<file path="config.mk">
export PLATFORM = sky130hd
export DESIGN_NAME = pdr_ctrl
export DESIGN_NICKNAME = d
export VERILOG_FILES = /design/src/include/pdr_pkg.sv /design/src/verilog/pdr_ctrl.sv /design/src/verilog/pdr_fifo.sv
export SDC_FILE = /design/constraint.sdc
export NUM_CORES = 1
export LEC_CHECK = 0
export ABC_AREA = 1
export CAP_MARGIN = 25
export CELL_PAD_IN_SITES_DETAIL_PLACEMENT = 1
export CELL_PAD_IN_SITES_GLOBAL_PLACEMENT = 1
export CORE_MARGIN = 5
export CORE_UTILIZATION = 48
export CTS_BUF_LIST = sky130_fd_sc_hd__clkbuf_8
export DETAILED_ROUTE_END_ITERATION = 10
export DONT_BUFFER_PORTS = 1
export GPL_TIMING_DRIVEN = 0
export PLACE_DENSITY_LB_ADDON = 0.3
export SYNTH_ARGS = -nofsm -noshare
export SYNTH_HDL_FRONTEND = slang
export SYNTH_SLANG_ARGS = --single-unit
</file>
<file path="constraint.sdc">
create_clock -name clk_in -period 2.7 [get_ports clk_in]
set_clock_uncertainty 0.1 [all_clocks]
set_input_delay 0.54 -clock clk_in [delete_from_list [all_inputs] [get_ports clk_in]]
set_output_delay 0.54 -clock clk_in [all_outputs]
set_load 0.005 [all_outputs]
</file>
<file path="src/include/pdr_pkg.sv">
// shared constants and carriers for the packet dram refresh and burst controller
package pdr_pkg;
  localparam int          CLK_MHZ         = 200;
  localparam real         REFRESH_US      = 10.22;
  localparam int          REFRESH_CYC     = int'(REFRESH_US * CLK_MHZ);
  localparam int          DATA_W          = 36;
  localparam int          ADDR_W          = 8;
  localparam int          EXT_W           = 3;
  localparam int          REF_DIV         = 2;
  localparam int          BURST_W         = 8;
  localparam logic [ADDR_W-1:0] ADDR_RESET = 8'h00;
  localparam logic [EXT_W-1:0]  EXT_RESET  = 3'h0;

  typedef enum logic [3:0] {
    PDR_IDLE, PDR_ROW, PDR_COL, PDR_STROBE, PDR_NEXT, PDR_CLOSE,
    PDR_REF_CAS, PDR_REF_RAS, PDR_REF_END
  } pdr_state_e;

  // one burst request: row, extension bits, starting column, word count, direction
  typedef struct packed {
    logic               write;
    logic [EXT_W-1:0]   ext;
    logic [ADDR_W-1:0]  row;
    logic [ADDR_W-1:0]  col;
    logic [BURST_W-1:0] count;
  } pdr_req_s;

  // memory pin group
  typedef struct packed {
    logic [ADDR_W-1:0] addr;
    logic [EXT_W-1:0]  ext;
    logic              row_strobe_n;
    logic              column_strobe_n;
    logic              write_enable_n;
    logic              output_enable_n;
  } pdr_pins_s;
endpackage : pdr_pkg

</file>
<file path="src/verilog/pdr_ctrl.sv">
// packet dram controller: periodic cas-first refresh and burst frame access
`timescale 1ns/1ps
module pdr_ctrl
  import pdr_pkg::*;
#(
  parameter int REFRESH_CYCLES = REFRESH_CYC,
  parameter int FIFO_DEPTH     = 8
) (
  // clock and reset
  input  wire logic              clk_in,
  input  wire logic              arst_n_in,
  // burst request
  input  wire logic              req_valid_in,
  output logic                   req_ready_out,
  input  wire pdr_pkg::pdr_req_s req_in,
  // write data from the frame source
  input  wire logic              wr_valid_in,
  output logic                   wr_ready_out,
  input  wire logic [pdr_pkg::DATA_W-1:0] wr_data_in,
  // read data to the frame sink
  output logic                   rd_valid_out,
  output logic [pdr_pkg::DATA_W-1:0] rd_data_out,
  // memory pins
  output logic                   mem_reference_clock_out,
  output pdr_pkg::pdr_pins_s     mem_pins_out,
  input  wire logic [pdr_pkg::DATA_W-1:0] mem_data_bus_in,
  output logic [pdr_pkg::DATA_W-1:0] mem_data_bus_out,
  output logic                   mem_data_bus_oe_out,
  // status
  output logic                   refresh_pending_out
);
  localparam int RW = $clog2(REFRESH_CYCLES + 1);
  localparam int DW = $clog2(REF_DIV);

  pdr_state_e              state;
  pdr_req_s                cur;
  logic [RW-1:0]           ref_cnt;
  logic [DW-1:0]           div_cnt;
  logic                    ref_rise;
  logic                    ref_due;
  logic                    fifo_valid;
  logic [DATA_W-1:0]       fifo_data;
  logic                    fifo_take;
  logic [DATA_W-1:0]       rd_sync1;
  logic [DATA_W-1:0]       rd_sync2;
  logic                    rd_cap1;
  logic                    rd_cap2;

  // column advance shared by the pin update and the held request
  function automatic logic [ADDR_W-1:0] col_step(input logic [ADDR_W-1:0] col);
    return col + 1'b1;
  endfunction : col_step

  // write words wait here so the source can run ahead of the row opening
  pdr_fifo #(.WIDTH(DATA_W), .DEPTH(FIFO_DEPTH)) u_wr_fifo (
    .clk_in        (clk_in),
    .arst_n_in     (arst_n_in),
    .in_valid_in   (wr_valid_in),
    .in_ready_out  (wr_ready_out),
    .in_data_in    (wr_data_in),
    .out_valid_out (fifo_valid),
    .out_ready_in  (fifo_take),
    .out_data_out  (fifo_data)
  );

  // divided reference clock; all pin updates happen on the same clock edge as its rise
  always_ff @(posedge clk_in or negedge arst_n_in) begin
    if (!arst_n_in) begin
      div_cnt                 <= '0;
      mem_reference_clock_out <= 1'b0;
    end else begin
      div_cnt                 <= (div_cnt == DW'(REF_DIV-1)) ? '0 : div_cnt + 1'b1;
      mem_reference_clock_out <= (div_cnt == DW'(REF_DIV-1));
    end
  end
  assign ref_rise = (div_cnt == DW'(REF_DIV-1));

  // fixed-rate refresh timer, runs regardless of traffic
  always_ff @(posedge clk_in or negedge arst_n_in) begin
    if (!arst_n_in) begin
      ref_cnt <= '0;
    end else if (ref_cnt == RW'(REFRESH_CYCLES - 1)) begin
      ref_cnt <= '0;
    end else begin
      ref_cnt <= ref_cnt + 1'b1;
    end
  end
  assign ref_due = (ref_cnt == RW'(REFRESH_CYCLES - 1));

  // pending flag: a new tick wins over the clear of the served one
  always_ff @(posedge clk_in or negedge arst_n_in) begin
    if (!arst_n_in) begin
      refresh_pending_out <= 1'b0;
    end else if (ref_due) begin
      refresh_pending_out <= 1'b1;
    end else if (ref_rise && state == PDR_REF_END) begin
      refresh_pending_out <= 1'b0;
    end
  end

  // write path pops only when a write word goes onto the pins
  assign fifo_take = ref_rise && state == PDR_COL && cur.write && fifo_valid;

  // ready is looked ahead one cycle so the port comes from a flop; the state cannot
  // move in the cycle before a reference rise, so only a new tick can spoil the grant.
  // limitation: this look-ahead needs a divide of two or more
  always_ff @(posedge clk_in or negedge arst_n_in) begin
    if (!arst_n_in) begin
      req_ready_out <= 1'b0;
    end else begin
      req_ready_out <= (div_cnt == DW'(REF_DIV-2)) && state == PDR_IDLE
                       && !refresh_pending_out && !ref_due;
    end
  end

  // sequencer; state and pins move only on reference clock edges
  always_ff @(posedge clk_in or negedge arst_n_in) begin
    if (!arst_n_in) begin
      state               <= PDR_IDLE;
      cur                 <= '0;
      mem_pins_out        <= '{ADDR_RESET, EXT_RESET, 1'b1, 1'b1, 1'b1, 1'b1};
      mem_data_bus_out    <= '0;
      mem_data_bus_oe_out <= 1'b0;
    end else if (ref_rise) begin
      case (state)
        PDR_IDLE: begin
          if (refresh_pending_out) begin
            mem_pins_out.column_strobe_n <= 1'b0;
            mem_pins_out.write_enable_n  <= 1'b1;
            state <= PDR_REF_CAS;
          end else if (req_valid_in) begin
            cur               <= req_in;
            mem_pins_out.addr <= req_in.row;
            mem_pins_out.ext  <= req_in.ext;
            state             <= PDR_ROW;
          end
        end
        PDR_ROW: begin
          // row address stays put across the strobe fall so the memory can latch it
          mem_pins_out.row_strobe_n <= 1'b0;
          state                     <= PDR_NEXT;
        end
        PDR_NEXT: begin
          mem_pins_out.addr <= cur.col;
          state             <= PDR_COL;
        end
        PDR_COL: begin
          if (cur.write) begin
            if (fifo_valid) begin
              mem_data_bus_out             <= fifo_data;
              mem_data_bus_oe_out          <= 1'b1;
              mem_pins_out.write_enable_n  <= 1'b0;
              mem_pins_out.column_strobe_n <= 1'b0;
              state                        <= PDR_STROBE;
            end
          end else begin
            mem_pins_out.output_enable_n <= 1'b0;
            mem_pins_out.column_strobe_n <= 1'b0;
            state                        <= PDR_STROBE;
          end
        end
        PDR_STROBE: begin
          mem_pins_out.column_strobe_n <= 1'b1;
          mem_pins_out.write_enable_n  <= 1'b1;
          cur.count                    <= cur.count - 1'b1;
          mem_pins_out.addr            <= col_step(cur.col);
          cur.col                      <= col_step(cur.col);
          state <= (cur.count <= BURST_W'(1)) ? PDR_CLOSE : PDR_COL;
        end
        PDR_CLOSE: begin
          mem_pins_out.row_strobe_n    <= 1'b1;
          mem_pins_out.output_enable_n <= 1'b1;
          mem_data_bus_oe_out          <= 1'b0;
          state                        <= PDR_IDLE;
        end
        PDR_REF_CAS: begin
          mem_pins_out.row_strobe_n <= 1'b0;
          state                     <= PDR_REF_RAS;
        end
        PDR_REF_RAS: begin
          mem_pins_out.column_strobe_n <= 1'b1;
          mem_pins_out.row_strobe_n    <= 1'b1;
          state                        <= PDR_REF_END;
        end
        default: begin
          state <= PDR_IDLE;
        end
      endcase
    end
  end

  // read data passes two flops from the pins before use; strobe marks capture
  always_ff @(posedge clk_in or negedge arst_n_in) begin
    if (!arst_n_in) begin
      rd_sync1     <= '0;
      rd_sync2     <= '0;
      rd_cap1      <= 1'b0;
      rd_cap2      <= 1'b0;
      rd_valid_out <= 1'b0;
      rd_data_out  <= '0;
    end else begin
      rd_sync1     <= mem_data_bus_in;
      rd_sync2     <= rd_sync1;
      rd_cap1      <= ref_rise && state == PDR_STROBE && !cur.write;
      rd_cap2      <= rd_cap1;
      rd_valid_out <= rd_cap2;
      rd_data_out  <= rd_cap2 ? rd_sync2 : rd_data_out;
    end
  end
endmodule : pdr_ctrl

</file>
<file path="src/verilog/pdr_fifo.sv">
// parameterised valid/ready fifo for frame words
`timescale 1ns/1ps
module pdr_fifo #(
  parameter int WIDTH = 36,
  parameter int DEPTH = 8
) (
  // clock and reset
  input  wire logic             clk_in,
  input  wire logic             arst_n_in,
  // fill side
  input  wire logic             in_valid_in,
  output logic                  in_ready_out,
  input  wire logic [WIDTH-1:0] in_data_in,
  // drain side
  output logic                  out_valid_out,
  input  wire logic             out_ready_in,
  output logic [WIDTH-1:0]      out_data_out
);
  localparam int AW = $clog2(DEPTH);
  logic [WIDTH-1:0] mem [DEPTH];
  logic [AW-1:0]    wr_ptr;
  logic [AW-1:0]    rd_ptr;
  logic [AW:0]      used;
  logic             push;
  logic             pop;

  assign push          = in_valid_in && (used != (AW+1)'(DEPTH));
  assign pop           = out_valid_out && out_ready_in;
  assign in_ready_out  = used != (AW+1)'(DEPTH);
  assign out_valid_out = used != '0;
  assign out_data_out  = mem[rd_ptr];

  always_ff @(posedge clk_in) begin
    if (push) begin
      mem[wr_ptr] <= in_data_in;
    end
  end

  always_ff @(posedge clk_in or negedge arst_n_in) begin
    if (!arst_n_in) begin
      wr_ptr <= '0;
      rd_ptr <= '0;
      used   <= '0;
    end else begin
      if (push) begin
        wr_ptr <= (wr_ptr == AW'(DEPTH-1)) ? '0 : wr_ptr + 1'b1;
      end
      if (pop) begin
        rd_ptr <= (rd_ptr == AW'(DEPTH-1)) ? '0 : rd_ptr + 1'b1;
      end
      used <= used + (AW+1)'(push) - (AW+1)'(pop);
    end
  end
endmodule : pdr_fifo
</file>
==> reports/qor.yml <==
start_util: 0.4874
io_pins: 197
wl_per_cell_um: 22.46
worst_pin_slew_ns: 0.8086
post-route-period-util: 0.9676
ir_worst_vdd_mv: 0.5808
yosys_warnings: 0
ys_seq_area_frac: 0.7136
grt.overflow.total: 0
p_leak_nw: 9.490
path_cells: "inv_1, ha_1, nand3_1, nand2_1, inv_1, nand2_1, nor2_4, buf_12"
synthCells: 1686
crit_slowest_cell: "nor2_4"
gr-usage-all-layers: 0.2469
syn_area_per_cell_sq_um: 11.54
drt_pass1_iterations: 5
place_congestion: 0.8299
clkSlewWorstSetupHoldPaths_ns: 0.07
path_delay_family: "simple AND/OR/NAND/NOR gates"
yosysMostFrequentCell: "edfxtp_1"
yosysUniqueCellTypes: 36
powerDensity_mw_per_mm2: 1031
antenna_found_initial: 5
drc_errors: 0
die_w_um: 211.3
area_growth_pct: 17.90
hp-class: "input pin to async pin"
first_iter_violations: 895
drive_gt1_frac: 0.1260
die_area_sq_mm: 0.04466
hold_violations: 209
maxSlewViolCount: 0
h-tree-depth: 3
place_hpwl_mm: 35.28
cts_tree: "built"
synth_nets: 1805
critPathArrivalTime_ns: 2.83
cts_hold_buf: 87
vias: 13390
critPathMaxFanout: 24
place_ws_ns: -0.3284
dieHeight_um: 211.3
clk_latency_ns: 0.65
cp-end-kind: "flop"
tns_ns: 0
synth_area_leaders: "edfxtp_1 (44%), dfrtp_1 (26%), nor2_1 (5.5%), nand2_1 (5.4%), nand3_1 (3.9%)"
setup_viol: 0
fin_nets: 1989
numPortBuffers: 0
worstSetupStartpointType: "flop"
path_class: "flop to flop"
yosysTopAreaCell: "edfxtp_1"
worstPathBufferInverterCount: 3
cts_buffer_depth: 3
whs_ns: -0.4960
synthDominantCellAreaShare: 0.4445
maxCapViolations: 0
wirelength_mm: 55.36
period_minus_slack_ns: 2.613
synth-seq-cells: 497
grt_first_pass_wirelength_mm: 85.26
max_slew_margin: 0.4609
synth_flop_cell: "edfxtp_1"
cts.sinks: 497
status: "complete, but fails checks"
grt_max_degree: 210
synth-edff-count: 288
numCtsBuffers: 83
syn-cell-area_sq_mm: 0.01946
drt-vias-per-instance: 5.430
cp.required_ns: 2.92
clockRootBuffer: "clkbuf_8"
grt_pass1_vias: 14850
synth_common_cells: "edfxtp_1 (288), nor2_1 (284), nand2_1 (280)"
grt_setup_unrepaired: "false"
placeableCoreArea_sq_mm: 0.03991
crit_path_max_incr_delay_ns: 0.57
ant_nets: 0
rows: 73
postSynth.asyncResetShare: 0.4205
violations: "hold timing"
post-route-worst-setup-slack_ns: 0.08748
timing.fmax_ghz: 0.3828
-- final timing paths --
check	from	end	slack, ns	cells after the start
min in group clk_in	req_in[7]	cur[7]$_DFFE_PN0P_	0.05	4
max reg2reg	u_wr_fifo.used[2]$_DFF_PN0_	u_wr_fifo.mem[2][20]$_DFFE_PP_	0.09	8
max	u_wr_fifo.used[2]$_DFF_PN0_	u_wr_fifo.mem[2][20]$_DFFE_PP_	0.09	8
max in group asynchronous	arst_n_in	mem_pins_out[1]$_DFFE_PN1P_	2.74	0
min reg2reg	rd_cap1$_DFF_PN0_	rd_cap2$_DFF_PN0_	0.25	0
min	arst_n_in	rd_data_out[22]$_DFFE_PN0P_	-0.50	0
-- routing by layer --
metal	global-route usage	wire [um]
met4	0.08507	1352
met3	0.05350	3627
met1	0.3002	21790
met5	0	25
met2	0.4379	28570
-- cells in the final DEF, fill, tap and decap left out, types with 87 or more instances in the layout --
| cell | instances |
|---|---|
| clkbuf_8 | 99 |
| dfrtp_1 | 205 |
| dlygate4sd3_1 | 87 |
| edfxtp_1 | 288 |
| inv_1 | 143 |
| nand2_1 | 280 |
| nand3_1 | 151 |
| nor2_1 | 276 |
| o21ai_0 | 139 |
-- flip-flops by register name, summed over array words and instances, names as in the netlist, 11 cells and up --
signal,cells
ref_cnt,11
rd_sync2,36
u_wr_fifo.mem,288
mem_data_bus_out,36
cur,20
rd_sync1,36
rd_data_out,36
mem_pins_out,12
-- cells by family after synthesis --
logic type,count (synthesis),synth area share
xor+xnor,4,0.001801
compound gates,193,0.05505
fa+ha+maj,15,0.01003
mux,36,0.02084
flops,497,0.7136
buf+inv,202,0.04270
simple gates,739,0.1560
-- what timing repair did --
item / 4_1_cts / 5_1_grt
endpoints found under the setup margin: 33 / 2
resized for setup: 3 / 1
endpoints found under the hold margin: 548 / 209
pin swaps: 4 / 0
cloned: 1 / 0
buffers inserted: 3 / 0
-- power breakdown --
| part | internal (mW) | total, mW | switching [mW] |
|---|---|---|---|
| registers | 9.62 | 10.5 | 0.896 |
| logic | 2.11 | 6.54 | 4.43 |
| clock network | 3.53 | 6.61 | 3.07 |
-- stage by stage --
| stage | area, sq um | std cells | utilization | power (mW) |
|---|---|---|---|---|
| finish | 22940 | 2465 | 0.5747 | 23.66 |
| CTS | 22930 | 2462 | 0.5744 | 23.82 |
| detailed placement | 20340 | 2219 | 0.5096 | 16.95 |
| floorplan | 19460 | 1686 | - | 14.53 |
| global route | 22940 | 2465 | 0.5747 | 25.07 |
| global placement | 20120 | 2211 | 0.5040 | 16.38 |
-- cell type report --
type | count | area (sq um)
sequential | 497 | 13880
clock buffer | 99 | 1363
timing repair buffer | 98 | 1086
multi-input combinational | 988 | 4813
buffer | 79 | 375.4
clock inverter | 53 | 292.8
antenna | 3 | 7.507
tap | 525 | 656.9
fill | 4152 | 16980
inverter | 123 | 461.7
Note: power is estimated with default switching activity, not from simulation.
